$ cat config.mk
export PLATFORM = sky130hd
export DESIGN_NAME = igd_grant_ctrl
export DESIGN_NICKNAME = d
export VERILOG_FILES = /design/src/igd_pkg.sv /design/src/igd_ctx_stack.sv /design/src/igd_grant_ctrl.sv
export SDC_FILE = /design/constraint.sdc
export NUM_CORES = 1
export LEC_CHECK = 0
export BUFFER_PORTS_ARGS = -buffer_cell sky130_fd_sc_hd__buf_4
export CORE_MARGIN = 10
export CORE_UTILIZATION = 30
export CTS_BUF_LIST = sky130_fd_sc_hd__clkbuf_4
export CTS_CLUSTER_DIAMETER = 60
export DETAILED_ROUTE_END_ITERATION = 12
export PLACE_DENSITY = 0.56
export SLEW_MARGIN = 20
export SYNTH_ARGS = -nofsm -noshare
export SYNTH_HDL_FRONTEND = slang
export SYNTH_SLANG_ARGS = --single-unit
$ cat constraint.sdc
create_clock -name i_sys_clk -period 7.7 [get_ports i_sys_clk]
set_input_delay 0.385 -clock i_sys_clk [delete_from_list [all_inputs] [get_ports i_sys_clk]]
set_output_delay 0.385 -clock i_sys_clk [all_outputs]
set_load 0.02 [all_outputs]
$ cat src/igd_pkg.sv
package igd_pkg;
  // bus clock
  localparam int unsigned CLK_PERIOD_NS = 20;
  // no-reply timeout after the grant
  localparam int unsigned GRANT_TIMEOUT_US = 12;
  localparam int unsigned GRANT_TIMEOUT_CYC =
    (GRANT_TIMEOUT_US * 1000) / CLK_PERIOD_NS;
  localparam int unsigned TMO_W = 10;
  // vector table layout
  localparam logic [15:0] VEC_PC_OFS = 16'h0000;
  localparam logic [15:0] VEC_PS_OFS = 16'h0002;
  // interrupt mask bit of the status word
  localparam int unsigned STATUS_MASK_BIT = 7;
  localparam logic [15:0] STATUS_RESET = 16'h0000;
  localparam logic [15:0] PC_RESET = 16'h0000;

  typedef struct packed {
    logic [15:0] pc;
    logic [15:0] status;
  } igd_ctx_t;

  typedef enum logic [2:0] {
    IGD_RUN, IGD_WAIT_INSN, IGD_GRANT, IGD_FETCH_PC, IGD_FETCH_PS,
    IGD_HALT
  } igd_state_t;
endpackage

$ cat src/igd_ctx_stack.sv
// one-deep saved context for return from interrupt
module igd_ctx_stack
  import igd_pkg::*;
(
  input wire logic i_sys_clk,
  input wire logic i_rst,
  input wire logic i_push,
  input wire igd_ctx_t i_ctx,
  output igd_ctx_t o_ctx
);
  always_ff @(posedge i_sys_clk or posedge i_rst) begin
    if (i_rst) begin
      o_ctx <= '0;
    end else if (i_push) begin
      o_ctx <= i_ctx;
    end
  end
endmodule

$ cat src/igd_grant_ctrl.sv
// What this block does
// - request leading edge sets pending latch
// - finish current instruction, then assert grant
// - no reply for 12 us halts processor
// - glitch edges still produce a grant
// - reply reads vector; floating bus is zero
// - load PC from vector, status from plus two
// - return restores interrupted context exactly
module igd_grant_ctrl
  import igd_pkg::*;
#(
  parameter int unsigned TIMEOUT_CYC = GRANT_TIMEOUT_CYC
)(
  // clock and reset
  input wire logic i_sys_clk,
  input wire logic i_rst,
  // backplane
  input wire logic i_interrupt_request_line,
  input wire logic i_bus_reply_line,
  input wire logic i_vector_valid,
  input wire logic [15:0] i_vector,
  output logic o_interrupt_grant,
  // instruction engine
  input wire logic i_insn_done,
  input wire logic i_return_from_interrupt,
  input wire logic i_status_write,
  input wire logic [15:0] i_status_wdata,
  input wire logic [15:0] i_pc,
  // memory read port for vector fetch
  output logic o_mem_rd,
  output logic [15:0] o_mem_addr,
  input wire logic i_mem_ack,
  input wire logic [15:0] i_mem_rdata,
  // state
  output logic [15:0] o_new_pc,
  output logic o_pc_load,
  output logic [15:0] o_processor_status_word,
  output logic o_halted,
  output logic o_pending
);
  // elaboration guard: the counter must reach the last timeout count
  if (TIMEOUT_CYC < 2 || TIMEOUT_CYC >= (1 << TMO_W)) begin : g_bad_tmo
    $error("igd_grant_ctrl: TIMEOUT_CYC out of range");
  end

  igd_state_t state;
  logic req_q;
  logic [15:0] vec;
  logic [TMO_W-1:0] tmo;
  igd_ctx_t saved_ctx;
  igd_ctx_t cur_ctx;
  wire req_rise = i_interrupt_request_line & ~req_q;
  wire masked = o_processor_status_word[STATUS_MASK_BIT];
  wire take_int = state == IGD_RUN && o_pending && !masked;
  wire enter_fetch = state == IGD_GRANT && i_bus_reply_line;

  assign cur_ctx = '{pc: i_pc, status: o_processor_status_word};

  igd_ctx_stack u_stack (
    .i_sys_clk(i_sys_clk),
    .i_rst(i_rst),
    .i_push(enter_fetch),
    .i_ctx(cur_ctx),
    .o_ctx(saved_ctx)
  );

  always_ff @(posedge i_sys_clk or posedge i_rst) begin
    if (i_rst) begin
      req_q <= 1'b0;
    end else begin
      req_q <= i_interrupt_request_line;
    end
  end

  // any rising edge, real or noise, sets pending; set beats clear
  always_ff @(posedge i_sys_clk or posedge i_rst) begin
    if (i_rst) begin
      o_pending <= 1'b0;
    end else if (req_rise) begin
      o_pending <= 1'b1;
    end else if (enter_fetch) begin
      o_pending <= 1'b0;
    end
  end

  always_ff @(posedge i_sys_clk or posedge i_rst) begin
    if (i_rst) begin
      state <= IGD_RUN;
    end else begin
      case (state)
        IGD_RUN: begin
          if (take_int) begin
            state <= IGD_WAIT_INSN;
          end
        end
        IGD_WAIT_INSN: begin
          if (i_insn_done) begin
            state <= IGD_GRANT;
          end
        end
        IGD_GRANT: begin
          if (i_bus_reply_line) begin
            state <= IGD_FETCH_PC;
          end else if (tmo == TMO_W'(TIMEOUT_CYC - 1)) begin
            state <= IGD_HALT;
          end
        end
        IGD_FETCH_PC: begin
          if (i_mem_ack) begin
            state <= IGD_FETCH_PS;
          end
        end
        IGD_FETCH_PS: begin
          if (i_mem_ack) begin
            state <= IGD_RUN;
          end
        end
        default: begin
          state <= IGD_HALT;
        end
      endcase
    end
  end

  // timeout counter runs only while the grant is out
  always_ff @(posedge i_sys_clk or posedge i_rst) begin
    if (i_rst) begin
      tmo <= '0;
    end else if (state == IGD_GRANT && !i_bus_reply_line) begin
      tmo <= tmo + TMO_W'(1);
    end else begin
      tmo <= '0;
    end
  end

  always_ff @(posedge i_sys_clk or posedge i_rst) begin
    if (i_rst) begin
      o_interrupt_grant <= 1'b0;
    end else begin
      o_interrupt_grant <= (state == IGD_WAIT_INSN && i_insn_done) ||
        (state == IGD_GRANT && !i_bus_reply_line &&
         tmo != TMO_W'(TIMEOUT_CYC - 1));
    end
  end

  // undriven data bus reads as vector zero
  always_ff @(posedge i_sys_clk or posedge i_rst) begin
    if (i_rst) begin
      vec <= '0;
    end else if (enter_fetch) begin
      vec <= i_vector_valid ? i_vector : 16'h0000;
    end
  end

  always_ff @(posedge i_sys_clk or posedge i_rst) begin
    if (i_rst) begin
      o_mem_rd <= 1'b0;
      o_mem_addr <= '0;
    end else begin
      o_mem_rd <= (state == IGD_FETCH_PC && !i_mem_ack) ||
        (state == IGD_FETCH_PS && !i_mem_ack) || enter_fetch;
      if (enter_fetch) begin
        o_mem_addr <= (i_vector_valid ? i_vector : 16'h0000)
          + VEC_PC_OFS;
      end else if (state == IGD_FETCH_PC && i_mem_ack) begin
        o_mem_addr <= vec + VEC_PS_OFS;
        o_mem_rd <= 1'b1;
      end
    end
  end

  always_ff @(posedge i_sys_clk or posedge i_rst) begin
    if (i_rst) begin
      o_new_pc <= PC_RESET;
      o_pc_load <= 1'b0;
    end else begin
      o_pc_load <= 1'b0;
      if (state == IGD_FETCH_PC && i_mem_ack) begin
        o_new_pc <= i_mem_rdata;
      end
      if (state == IGD_FETCH_PS && i_mem_ack) begin
        o_pc_load <= 1'b1;
      end else if (state == IGD_RUN && i_return_from_interrupt) begin
        o_new_pc <= saved_ctx.pc;
        o_pc_load <= 1'b1;
      end
    end
  end

  always_ff @(posedge i_sys_clk or posedge i_rst) begin
    if (i_rst) begin
      o_processor_status_word <= STATUS_RESET;
    end else if (state == IGD_FETCH_PS && i_mem_ack) begin
      o_processor_status_word <= i_mem_rdata;
    end else if (state == IGD_RUN && i_return_from_interrupt) begin
      o_processor_status_word <= saved_ctx.status;
    end else if (i_status_write) begin
      o_processor_status_word <= i_status_wdata;
    end
  end

  always_ff @(posedge i_sys_clk or posedge i_rst) begin
    if (i_rst) begin
      o_halted <= 1'b0;
    end else if (state == IGD_GRANT && !i_bus_reply_line &&
                 tmo == TMO_W'(TIMEOUT_CYC - 1)) begin
      o_halted <= 1'b1;
    end
  end

  chk_edge_sets_pending: assert property (
    @(posedge i_sys_clk) disable iff (i_rst)
    req_rise |=> o_pending)
    else $error("request edge did not set pending");

  chk_grant_after_insn: assert property (
    @(posedge i_sys_clk) disable iff (i_rst)
    $rose(o_interrupt_grant) |-> $past(i_insn_done))
    else $error("grant before instruction completed");

  chk_timeout_halts: assert property (
    @(posedge i_sys_clk) disable iff (i_rst)
    $rose(o_interrupt_grant) ##1 (!i_bus_reply_line)[*2]
    |-> ##[0:1000] o_halted || i_bus_reply_line)
    else $error("no halt after unanswered grant");

  chk_reply_cancels: assert property (
    @(posedge i_sys_clk) disable iff (i_rst)
    (state == IGD_GRANT && i_bus_reply_line) |=> !o_interrupt_grant
      && !o_halted && tmo == '0)
    else $error("reply did not cancel timeout");

  chk_zero_vector: assert property (
    @(posedge i_sys_clk) disable iff (i_rst)
    (enter_fetch && !i_vector_valid) |=> o_mem_addr == VEC_PC_OFS)
    else $error("floating vector not read as zero");

  chk_ps_addr: assert property (
    @(posedge i_sys_clk) disable iff (i_rst)
    (state == IGD_FETCH_PC && i_mem_ack) |=>
      o_mem_addr == vec + VEC_PS_OFS && o_new_pc == $past(i_mem_rdata))
    else $error("status fetch address wrong");

  chk_return_restore: assert property (
    @(posedge i_sys_clk) disable iff (i_rst)
    (state == IGD_RUN && i_return_from_interrupt) |=>
      o_pc_load && o_new_pc == $past(saved_ctx.pc) &&
      o_processor_status_word == $past(saved_ctx.status))
    else $error("return did not restore context");

  chk_halt_drops_grant: assert property (
    @(posedge i_sys_clk) disable iff (i_rst)
    o_halted |-> !o_interrupt_grant)
    else $error("grant still out while halted");

  chk_glitch_grant: assert property (
    @(posedge i_sys_clk) disable iff (i_rst)
    (state == IGD_WAIT_INSN && i_insn_done) |=> o_interrupt_grant)
    else $error("pending did not produce grant");
endmodule

# Yosys cells after proc, flatten, opt, wreduce, memory -nomap -nowiden
# Cells that the tools add are included.
[word_totals] word_cells=75 ff_bits=115 input_bits=73 output_inout_bits=53
[classes] n_eq_ne=11 mux=23 n_reduce_logical=23 add_sub_neg=2 n_bitwise=2
[op_table] cell="16-bit two-way mux" count=9
[op_table] cell="3-bit two-way mux" count=6
[op_table] cell="16-bit by 2-bit adder with 16-bit output, second input constant" count=1
[op_table] cell="3-bit case mux with 5 select lines" count=1
[op_table] cell="1-bit logical AND" count=12
[op_table] cell="10-bit by 1-bit adder with 10-bit output, second input constant" count=1
[op_table] cell="10-bit == test, second input constant" count=1
[op_table] cell="10-bit two-way mux" count=1
[op_table] cell="10-bit inequality test, second input constant" count=1
[op_table] cell="2-bit inequality test, second input constant" count=4
[op_table] cell="3-bit by 2-bit == test with 1-bit output, second input constant" count=2
[op_table] cell="1-bit two-way mux" count=6
[op_table] cell="5-bit AND reduction" count=1
[op_table] cell="2-bit nonzero test" count=2
[op_table] cell="3-bit by 1-bit == test with 1-bit output, second input constant" count=1
[op_table] cell="3-bit == test, second input constant" count=1
[op_table] cell="1-bit zero test" count=3
[op_table] cell="3-bit zero test" count=1
[op_table] cell="1-bit logical OR" count=3
[op_table] cell="3-bit inequality test, second input constant" count=1
[op_table] cell="3-bit nonzero test" count=1
[op_table] cell="1-bit AND" count=1
[op_table] cell="1-bit NOT" count=1

# Longest topological paths before layout
# Gate-level depths: netlist of the first run.
[logic_depth] word_depth=6 depth_mapped=8 mapped_depth_nobuf=5

# Cells and area by module
# A second synthesis of the first run with hierarchy kept.
[hier_totals] hier_cells=476 area_unflattened_um2=5263.8
[modules_own_cells] mod="igd_grant_ctrl" cells_each=407 instances=1 area_per_inst_um2=3915.0 seq_area_each_um2=2077.0
[modules_own_cells] mod="igd_ctx_stack" cells_each=69 instances=1 area_per_inst_um2=1348.8 seq_area_each_um2=800.8

# Worst setup path before layout of the first run
# Ideal clock, no wire load.
[synth_timing] path_kind="register -> register" startpoint="reg state[1]" endpoint="reg state[1]" path_slack_ns=5.992 arrival_ns=1.584 setup_time_ns=0.125 n_path_buf=1 period_less_slack_ns=1.708 t_required_ns=7.575 path_stages_with_launch=6 path_cell_list="dfrtp_1 -> buf_4 -> or3b_1 -> a21oi_1 -> a221o_1 -> mux2_2"
[synth_between] elab_chain_cells=5 elab_cells_between_ends=14 classes_between="eq/ne: 9; mux: 1; reduce/logical: 4"
[synth_rtl] element="start: declaration" line="igd_grant_ctrl.sv:46" rtl="igd_state_t state;"
[synth_rtl] element="start signal: assignment" line="igd_grant_ctrl.sv:88" rtl="state <= IGD_RUN;"
[synth_rtl] element="start signal: assignment" line="igd_grant_ctrl.sv:93" rtl="state <= IGD_WAIT_INSN;"
[synth_rtl] element="start signal: assignment" line="igd_grant_ctrl.sv:98" rtl="state <= IGD_GRANT;"
[synth_rtl] element="3-bit zero test" line="igd_grant_ctrl.sv:54, igd_grant_ctrl.sv:90"
[synth_rtl] element="1-bit logical AND (2 in a row)" line="igd_grant_ctrl.sv:54" rtl="wire take_int = state == IGD_RUN && o_pending && !masked;"
[synth_rtl] element="2-bit inequality test (no line)"
[synth_rtl] element="5-bit AND reduction (no line)"
# Several ways; a longest one is shown, not always the timed one.
# A chain may end at the register's enable or synchronous reset.

# Worst setup path in the final report of the first run
[layout_timing] startpoint="reg state[1]" endpoint="reg o_processor_status_word[13]"
[layout_between] elab_chain_cells=4 elab_cells_between_ends=7 classes_between="eq/ne: 1; mux: 2; reduce/logical: 4"
[layout_rtl] element="3-bit zero test" line="igd_grant_ctrl.sv:195" rtl="end else if (state == IGD_RUN && i_return_from_interrupt) begin"
[layout_rtl] element="1-bit logical AND" line="igd_grant_ctrl.sv:195"
[layout_rtl] element="16-bit two-way mux" line="igd_grant_ctrl.sv:195"
[layout_rtl] element="16-bit two-way mux" line="igd_grant_ctrl.sv:193" rtl="end else if (state == IGD_FETCH_PS && i_mem_ack) begin"
[layout_rtl] element="end signal: assignment" line="igd_grant_ctrl.sv:194" rtl="o_processor_status_word <= i_mem_rdata;"
[layout_rtl] element="end signal: assignment" line="igd_grant_ctrl.sv:196" rtl="o_processor_status_word <= saved_ctx.status;"
[layout_rtl] element="end signal: assignment" line="igd_grant_ctrl.sv:198" rtl="o_processor_status_word <= i_status_wdata;"
[layout_rtl] element="end: declaration" line="igd_grant_ctrl.sv:37" rtl="output logic [15:0] o_processor_status_word,"
# Several ways; a longest one is shown, not always the timed one.

==> qor.csv, run 1 <==
stage,metric,value,unit
outcome,status,finished clean,
global_routing,total gr overflow,0,
sta,Slew Limit Fails,0,
critical_path,Worst Path Required,8140,ps
global_routing,initial antenna violation count,0,
critical_path,CP max stage cell,or3_1,
synth,syn_nets,620,
synth,number of synthesized flops with an enable pin,0,
synth,ys flop type,dfrtp_1,
sta,TNS Setup,0,ps
drt,routed len/inst,16.7,um
power_and_ir_drop,Lkg Pwr,3.27,nW
sta,Worst Max-Slew Pin Slew,1060,ps
synth,Yosys top cell by area,dfrtp_1,
critical_path,FF-to-FF setup slack,5110,ps
clock_tree,TritonCTS clock tree,yes,
power_and_ir_drop,largest vdd supply drop,180,uV
synth,Synth Instances,545,
sta,setup ws final,5110,ps
synth,Mapped Area,5170,sq um
critical_path,WP data arrival,3030,ps
final_layout,share of layout cells above drive strength 1,25.3,%
synth,top cell type's share of synthesized area,55.6,%
clock_tree,clock latency at the later pin of the worst-skew pair,520,ps
floorplanning,area of the die,22900,sq um
floorplanning,row cnt,47,
drt,DR vias,4310,
floorplanning,Initial Util,30.9,%
critical_path,Setup crit start kind,register,
synth,Post-Syn Area per Cell,9.49,sq um
place,GP Congestion,0.830,
final_layout,Inserted Diodes,0,
critical_path,CP max FO,50,
global_routing,Global Route Usage Sum,13.2,%
critical_path,worst path bufs/invs,1,
synth,Post-synth top cells,"nand2_1 (162), dfrtp_1 (115), nor2_1 (39)",
floorplanning,Die Span Y,151,um
final_layout,Area growth syn-to-layout,28.5,%
critical_path,Top Family by Delay on Critical Path,simple AND/OR/NAND/NOR gates,
floorplanning,width of the die,151,um
place,number of port buffers,125,
drt,initial drt markers,225,
global_routing,global-route wire length before repair,23.6,mm
floorplanning,core area,16800,sq um
sta,Achievable Freq,386,MHz
synth,asr flop ratio synth,100,%
sta,minimum clock period,2590,ps
critical_path,CP endpoint kind,register,
power_and_ir_drop,pwr/cell area,371,nW/um^2
drt,DR pass1 iterations,4,
drt,Post-route DRC,0,
clock_tree,Clock Path Buffers,2,
critical_path,worst-path cell chain,"nor4b_4, buf_4, or3_1, nor2_1, a31oi_1",
global_routing,number of global-route vias before repair,4480,
synth,sequential fraction of the synthesis area,55.6,%
drt,routed vias/inst,4.82,
floorplanning,# IOs,126,
sta,worst clock skew,15.7,ps
sta,period utilization,33.7,%
sta,Slew HR,29.4,%
worst_hold_path,Min-Delay Path Class,input pin to register,
clock_tree,clock-pin slew on the worst setup and hold paths,110,ps
synth,most frequent cell after synthesis,nand2_1,
clock_tree,CTS Buf Count,17,
clock_tree,setup bufs post-CTS,0,
sta,RSZ-0062 raised after global routing,no,
drt,DRT antenna net count,0,
clock_tree,clk sink count,115,
critical_path,crit-path max cell delay,850,ps
critical_path,WS Path Type,register to register,
synth,Seq cells post-synth,115,
synth,synth warn,0,
sta,Final Hold Fails,0,
clock_tree,clk root buf,clkbuf_4,
sta,# setup viols final,0,
synth,distinct cell type count after synthesis,51,
global_routing,pin count of the biggest net entering global routing,62,
clock_tree,number of H-tree levels,4,
place,dpl hpwl,10.5,mm
final_layout,Nets,738,
drt,WL final,15.0,mm
synth,"top cells by area, synth","dfrtp_1 (56%), nand2_1 (12%), mux2i_1 (3.9%)",
job,Max Cap Viol,0,
place,Place WS,5110,ps
==> routing by layer <==
layer / wire, um / global-route usage (%)
met3: 1200 / 5.40
met5: 0 / 0
met2: 7010 / 20.7
met1: 6670 / 16.5
met4: 100 / 3.32
==> stage by stage <==
step / cell area, sq um / instances / hold slack [ps] / utilization, % / power, mW
after floorplan: 5170 / 545 / 400 / - / 1.58
after global placement: 6280 / 860 / 413 / 37.5 / 1.94
after detailed placement: 6280 / 860 / 420 / 37.5 / 1.97
after CTS: 6630 / 893 / 2.58 / 39.6 / 2.50
after global routing: 6650 / 895 / 4.78 / 39.7 / 2.64
final: 6650 / 895 / 50.6 / 39.7 / 2.47
==> worst min-delay path, delay by kind of cell <==
family / cells / cell delay, ps
and+or+nand+nor: 2 / 80
buffers and inverters: 1 / 80
==> cell families after synthesis <==
logic type	share of synthesized area [%]
xor+xnor	2.71
flops	55.6
buf+inv	3.75
mux	4.31
simple gates	21.1
compound gates	12.0
fa+ha+maj	0.484
==> what timing repair did <==
| action | in CTS | in global routing |
|---|---|---|
| endpoints found under the hold margin | 55 | 2 |
| hold buffers | 2 | 2 |
| resized for setup | 0 | 0 |
==> sequential cells by signal, indices dropped and copies added, names as in the netlist, 3 cells and up <==
register and flops:
state 3, vec 16, u_stack.o_ctx 32, o_mem_addr 16
o_new_pc 16, o_processor_status_word 16, tmo 10
==> final timing paths <==
kind / startpoint / to / cells past startpoint
worst max-delay path: state[1]$_DFFE_PP0P_ / o_processor_status_word[13]$_DFFE_PP0P_ / 5
worst min-delay path: i_pc[1] / u_stack.o_ctx[17]$_DFFE_PP0P_ / 3
worst max register to register: state[1]$_DFFE_PP0P_ / o_processor_status_word[13]$_DFFE_PP0P_ / 5
worst min register to register: req_q$_DFF_PP0_ / o_pending$_DFFE_PP0P_ / 1
max in group asynchronous: i_rst / tmo[1]$_DFF_PP0_ / 4
min in group asynchronous: i_rst / o_processor_status_word[11]$_DFFE_PP0P_ / 3
==> layout make-up <==
type,count,area (sq um)
well taps,220,275
multi-input cells,389,2120
clock inverters,12,188
fillers,1682,10100
inverters,6,25.0
repair buffers,134,1020
flip-flops and latches,115,2880
clock buffers,19,143
==> cells in the final DEF (no fill, tap or decap), types with 6 or more instances in the layout <==
master,Yosys,layout
a31oi_1,20,20
nor3_1,8,8
nor2_1,39,39
nand2_1,162,162
mux2i_1,20,20
nand3_1,8,8
dfrtp_1,115,115
a22oi_1,19,19
buf_4,3,130
xor2_1,6,6
a21oi_1,9,9
clkbuf_4,0,19
xnor2_1,10,10
o21ai_0,34,34
==> power breakdown <==
part / switching, mW / total (mW) / internal [mW]
Sequential: 0.216 / 1.06 / 0.848
Combinational: 0.497 / 0.887 / 0.390
Clock: 0.227 / 0.520 / 0.292
Total: 0.940 / 2.47 / 1.53
(Power assumes the default switching activity.)
==> run 2, diff against run 1 <==
==> constraint.sdc (replaced) <==
create_clock -name i_sys_clk -period 2.43 [get_ports i_sys_clk]
set_input_delay 0.1215 -clock i_sys_clk [delete_from_list [all_inputs] [get_ports i_sys_clk]]
set_output_delay 0.1215 -clock i_sys_clk [all_outputs]
set_load 0.02 [all_outputs]
==> qor.csv, run 2 (synthesized netlist as in run 1, its figures left out) <==
stage,metric,value,unit,change
outcome,status,finished clean,,
critical_path,Worst Path Required,2850,ps,-5290 ps
drt,Post-route DRC,0,,unchanged
drt,initial drt markers,266,,+18%
global_routing,Global Route Usage Sum,14.4,%,+1.2 points
critical_path,Setup crit start kind,register,,
sta,Worst Max-Slew Pin Slew,701,ps,-359 ps
sta,TNS Setup,0,ps,unchanged
sta,Final Hold Fails,0,,unchanged
clock_tree,CTS Buf Count,17,,unchanged
sta,Slew HR,53.2,%,+24 points
global_routing,initial antenna violation count,1,,+1
power_and_ir_drop,switching pwr,3.06,mW,+230%
final_layout,share of layout cells above drive strength 1,23.9,%,-1.4 points
job,Max Cap Viol,0,,unchanged
drt,DR vias,4700,,+9.0%
critical_path,CP endpoint kind,register,,
sta,Achievable Freq,434,MHz,+13%
drt,routed vias/inst,4.79,,-0.61%
clock_tree,clk root buf,clkbuf_4,,
floorplanning,Initial Util,30.9,%,unchanged
power_and_ir_drop,Lkg Pwr,3.61,nW,+10%
final_layout,Nets,823,,+12%
final_layout,Area growth syn-to-layout,43.8,%,
clock_tree,clock-pin slew on the worst setup and hold paths,100,ps,about the same
clock_tree,Clock Path Buffers,2,,unchanged
drt,WL final,16.2,mm,+8.3%
power_and_ir_drop,Net Sw Frac,38.8,%,+0.72 points
floorplanning,# IOs,126,,unchanged
place,number of port buffers,125,,unchanged
place,GP Congestion,0.816,,-1.7%
final_layout,most frequent cells in the layout,"nand2_1 (162), buf_4 (141), dfrtp_1 (115), dlygate4sd3_1 (77), nor2_1 (39)",,
final_layout,max FFs per register,32,,unchanged
floorplanning,Die Span Y,151,um,unchanged
sta,Hold Slack,184,ps,+133 ps
worst_hold_path,Min-Delay Path Class,input pin to register,,
sta,Slew Limit Fails,0,,unchanged
floorplanning,row cnt,47,,unchanged
sta,RSZ-0062 raised after global routing,no,,
critical_path,WP data arrival,2720,ps,-310 ps
global_routing,global-route wire length before repair,25.9,mm,+9.6%
clock_tree,clk sink count,115,,unchanged
drt,routed len/inst,16.5,um,-1.3%
global_routing,total gr overflow,0,,unchanged
global_routing,pin count of the biggest net entering global routing,52,,-16%
drt,DRT antenna net count,0,,unchanged
floorplanning,width of the die,151,um,unchanged
final_layout,fin util,44.4,%,+4.7 points
final_layout,"most common cell after layout, fill and taps aside",nand2_1,,
clock_tree,number of H-tree levels,4,,unchanged
critical_path,CP max FO,16,,-68%
power_and_ir_drop,Clock power frac,18.3,%,-2.7 points
power_and_ir_drop,Seq pwr share,42.7,%,-0.4 points
drt,DR pass1 iterations,4,,unchanged
power_and_ir_drop,Comb pwr share,39.0,%,+3.1 points
floorplanning,core area,16800,sq um,unchanged
sta,period utilization,94.8,%,+61 points
clock_tree,TritonCTS clock tree,yes,,
power_and_ir_drop,pwr/cell area,1060,nW/um^2,+190%
sta,# setup viols final,0,,unchanged
floorplanning,area of the die,22900,sq um,unchanged
power_and_ir_drop,internal power,4.83,mW,+220%
power_and_ir_drop,largest vdd supply drop,437,uV,+140%
place,dpl hpwl,11.0,mm,+4.6%
clock_tree,clock latency at the later pin of the worst-skew pair,530,ps,about the same
clock_tree,PostCTS Resize Cnt,0,,unchanged
global_routing,number of global-route vias before repair,5032,,+12%
sta,worst clock skew,12.2,ps,-3.49 ps
critical_path,FF-to-FF setup slack,130,ps,-4980 ps
critical_path,WS Path Type,register to register,,
final_layout,Biggest register,u_stack.o_ctx,,
sta,minimum clock period,2300,ps,-288 ps
-- run 2: cell types whose count changed in the layout (fill, tap and decap cells not counted) --
cell           before  now
clkinv_4            1    0
dlygate4sd3_1       4   77
clkinv_1            3    5
clkinvlp_4          1    4
buf_4             130  141
inv_4               1    0
bufinv_16           5    3
buf_12              0    1
diode_2             0    1
-- run 2: worst max-delay path: stages, from the launching register on --
cell and delay [ps]:
dfrtp_1 690, nor4b_4 80, buf_4 180, or3_1 340
buf_4 190, nor2_1 100, a31oi_1 50, dlygate4sd3_1 570
-- run 2: layout make-up --
| type | count | area [sq um] |
|---|---|---|
| fillers | 1609 | 9320 |
| diodes | 1 | 2.50 |
| multi-input cells | 389 | 2120 |
| clock inverters | 13 | 141 |
| clock buffers | 19 | 143 |
| repair buffers | 219 | 1850 |
| well taps | 220 | 275 |
| flip-flops and latches | 115 | 2880 |
| inverters | 6 | 26.3 |
-- run 2: worst paths after layout --
check                                   startpoint                                       to  depth (start not counted)
setup / recovery              state[0]$_DFFE_PP0P_  o_processor_status_word[15]$_DFFE_PP0P_                          7
hold / removal             i_return_from_interrupt                   o_new_pc[13]$_DFF_PP0_                          5
setup reg to reg              state[0]$_DFFE_PP0P_  o_processor_status_word[15]$_DFFE_PP0P_                          7
hold reg to reg                    req_q$_DFF_PP0_                    o_pending$_DFFE_PP0P_                          1
max in group asynchronous                    i_rst                         tmo[5]$_DFF_PP0_                          4
min in group asynchronous                    i_rst                o_mem_addr[0]$_DFFE_PP0P_                          3
-- run 2: layer usage --
layer,share of wire (%),track usage [%],vias up
met5,0,0,-
met1,45,18.3,2281
met4,1.4,5.15,0
met2,46,22.1,142
met3,7.3,4.92,19
li1,-,-,2258
-- run 2: timing repair --
item | in CTS | in global routing
hold buffers | 77 | 0
endpoints found under the hold margin | 114 | 0
setup buffers | 0 | 4
setup endpoints to repair | 0 | 6
-- run 2: power by group through the flow --
stage	Clock, mW	Combinational [mW]	Sequential, mW
after floorplan	0	1.40	3.62
after global placement	0	2.84	3.37
after detailed placement	0	2.91	3.39
after CTS	1.50	3.09	3.36
after global routing	1.59	3.40	3.47
final	1.44	3.08	3.37
-- run 2: per-stage QoR --
stage	power [mW]	cells	area, sq um	setup WS [ps]
after floorplan	5.02	545	5180	722
after global placement	6.21	868	6350	490
after detailed placement	6.30	868	6350	444
after CTS	7.96	977	7410	46.5
after global routing	8.46	982	7440	7.71
final	7.90	982	7440	126
==> run 3, diff against run 2 <==
==> constraint.sdc (replaced) <==
create_clock -name i_sys_clk -period 2.43 [get_ports i_sys_clk]
set_input_delay 0.3645 -clock i_sys_clk [delete_from_list [all_inputs] [get_ports i_sys_clk]]
set_output_delay 0.3645 -clock i_sys_clk [all_outputs]
set_load 0.02 [all_outputs]
==> qor.csv, run 3 (synthesized netlist as in run 1, its figures left out) <==
stage,metric,value,unit,change
outcome,status,finished clean,,
floorplanning,# IOs,126,,unchanged
sta,Slew HR,58.1,%,+4.9 points
sta,setup ws final,404,ps,+279 ps
clock_tree,clk root buf,clkbuf_4,,
floorplanning,width of the die,151,um,unchanged
global_routing,initial antenna violation count,0,,-1
floorplanning,area of the die,22900,sq um,unchanged
sta,Final Hold Fails,0,,unchanged
final_layout,Area growth syn-to-layout,32.7,%,
critical_path,FF-to-FF setup slack,400,ps,+280 ps
sta,worst clock skew,16.4,ps,+4.18 ps
sta,Achievable Freq,494,MHz,+14%
critical_path,WP data arrival,2480,ps,-240 ps
critical_path,FF-to-FF End,u_stack.o_ctx[20]$_DFFE_PP0P_,,
critical_path,Setup crit start kind,register,,
critical_path,CP Capture Point,u_stack.o_ctx[20]$_DFFE_PP0P_,,
final_layout,"most common cell after layout, fill and taps aside",nand2_1,,
worst_hold_path,hold wc startpoint,i_vector[4],,
place,dpl cells,866,,-0.23%
global_routing,number of global-route vias before repair,4628,,-8.0%
sta,Slew Limit Fails,0,,unchanged
clock_tree,CTS Buf Count,17,,unchanged
drt,routed len/inst,16.5,um,+0.11%
clock_tree,TritonCTS clock tree,yes,,
final_layout,max FFs per register,32,,unchanged
sta,TNS Setup,0,ps,unchanged
critical_path,start of the worst register-to-register path,state[0]$_DFFE_PP0P_,,
final_layout,fin util,41.0,%,-3.4 points
clock_tree,Clock Path Buffers,2,,unchanged
sta,minimum clock period,2030,ps,-279 ps
final_layout,fin cells,920,,-6.3%
critical_path,WS Path Type,register to register,,
clock_tree,clock latency at the later pin of the worst-skew pair,520,ps,about the same
critical_path,Worst Path Required,2890,ps,+40 ps
drt,Post-route DRC,0,,unchanged
final_layout,Inserted Diodes,0,,-1
worst_hold_path,Min-Delay Path Class,input pin to register,,
drt,DRT antenna net count,0,,unchanged
power_and_ir_drop,largest vdd supply drop,547,uV,+25%
power_and_ir_drop,Lkg Pwr,3.37,nW,-6.8%
place,number of port buffers,125,,unchanged
drt,routed vias/inst,4.93,,+3.0%
global_routing,pin count of the biggest net entering global routing,116,,+120%
place,dpl hpwl,10.7,mm,-2.7%
final_layout,Nets,762,,-7.4%
floorplanning,row cnt,47,,unchanged
final_layout,share of layout cells above drive strength 1,25.1,%,+1.2 points
critical_path,crit path launch,state[0]$_DFFE_PP0P_,,
floorplanning,Die Span Y,151,um,unchanged
power_and_ir_drop,pwr/cell area,1130,nW/um^2,+6.9%
clock_tree,number of H-tree levels,4,,unchanged
clock_tree,clk sink count,115,,unchanged
drt,WL final,15.2,mm,-6.2%
clock_tree,PostCTS Resize Cnt,0,,unchanged
sta,RSZ-0062 raised after global routing,no,,
place,GP Congestion,0.789,,-3.3%
critical_path,CP max FO,29,,+13
floorplanning,core area,16800,sq um,unchanged
final_layout,most frequent cells in the layout,"nand2_1 (162), buf_4 (135), dfrtp_1 (115), nor2_1 (39), o21ai_0 (34)",,
sta,# setup viols final,0,,unchanged
global_routing,Global Route Usage Sum,13.6,%,-0.79 points
job,Max Cap Viol,0,,unchanged
critical_path,CP endpoint kind,register,,
clock_tree,clock-pin slew on the worst setup and hold paths,100,ps,about the same
global_routing,total gr overflow,0,,unchanged
place,Place WS,441,ps,-2.75 ps
clock_tree,setup bufs post-CTS,0,,unchanged
sta,Worst Max-Slew Pin Slew,628,ps,-72.2 ps
final_layout,Fill cells,1674,,+4.0%
drt,DR vias,4537,,-3.5%
critical_path,worst reg-to-reg path cell count,5,,-2
sta,Hold Slack,65.3,ps,-119 ps
sta,period utilization,83.4,%,-11 points
global_routing,global-route wire length before repair,24.5,mm,-5.4%
final_layout,Biggest register,u_stack.o_ctx,,
floorplanning,Initial Util,30.9,%,unchanged
drt,DR pass1 iterations,4,,unchanged
drt,initial drt markers,253,,-4.9%
==> run 3: stage by stage <==
| stage | cell area [sq um] | power, mW |
|---|---|---|
| 6_report | 6870 | 7.79 |
| 2_1_floorplan | 5180 | 5.02 |
| 3_5_place_dp | 6340 | 6.29 |
| 5_1_grt | 6870 | 8.39 |
| 4_1_cts | 6860 | 7.90 |
| 3_3_place_gp | 6340 | 6.21 |
==> run 3: report_power, final <==
group / switching (mW) / leakage (nW) / internal (mW)
Clock: 0.730 / 0.164 / 0.821
Combinational: 1.59 / 1.76 / 1.29
Sequential: 0.681 / 1.45 / 2.69
==> run 3: final cells by class <==
type                            instances  area (sq um)  share of cell area [%]
Clock buffer                           19           143                    2.08
Clock inverter                         13           165                    2.41
Inverter                                6          26.3                   0.383
Multi-Input combinational cell        389          2120                    30.9
Sequential cell                       115          2880                    41.9
Tap cell                              220           275                    4.01
Timing Repair Buffer                  158          1250                    18.3
==> run 3: critical path, cell delays in order (launching register included) <==
cell and delay [ps]:
dfrtp_1 680, nand2b_1 230, or2_2 430, buf_4 430, nand2_1 110, nand2_1 80
==> run 3: per-layer routing <==
metal / up-vias / global-route usage [%] / wire length [um]
met5: - / 0 / 0
met4: 0 / 4.38 / 238
met3: 18 / 5.67 / 1360
met2: 161 / 20.5 / 6910
met1: 2226 / 17.2 / 6710
li1: 2132 / - / -
==> run 3: how the worst min path moves through the flow <==
stage	endpoint	slack, ps	cells past startpoint
2_1_floorplan	req_q$_DFF_PP0_	400	0
3_3_place_gp	o_pending$_DFFE_PP0P_	420	1
3_5_place_dp	o_pending$_DFFE_PP0P_	430	1
4_1_cts	u_stack.o_ctx[29]$_DFFE_PP0P_	1	3
5_1_grt	u_stack.o_ctx[29]$_DFFE_PP0P_	4	3
6_report	vec[4]$_DFFE_PP0P_	70	3
==> run 3: timing repair <==
item                                    4_1_cts  5_1_grt
endpoints found under the hold margin        32        1
hold buffers                                 21        1
endpoints found under the setup margin        0        0
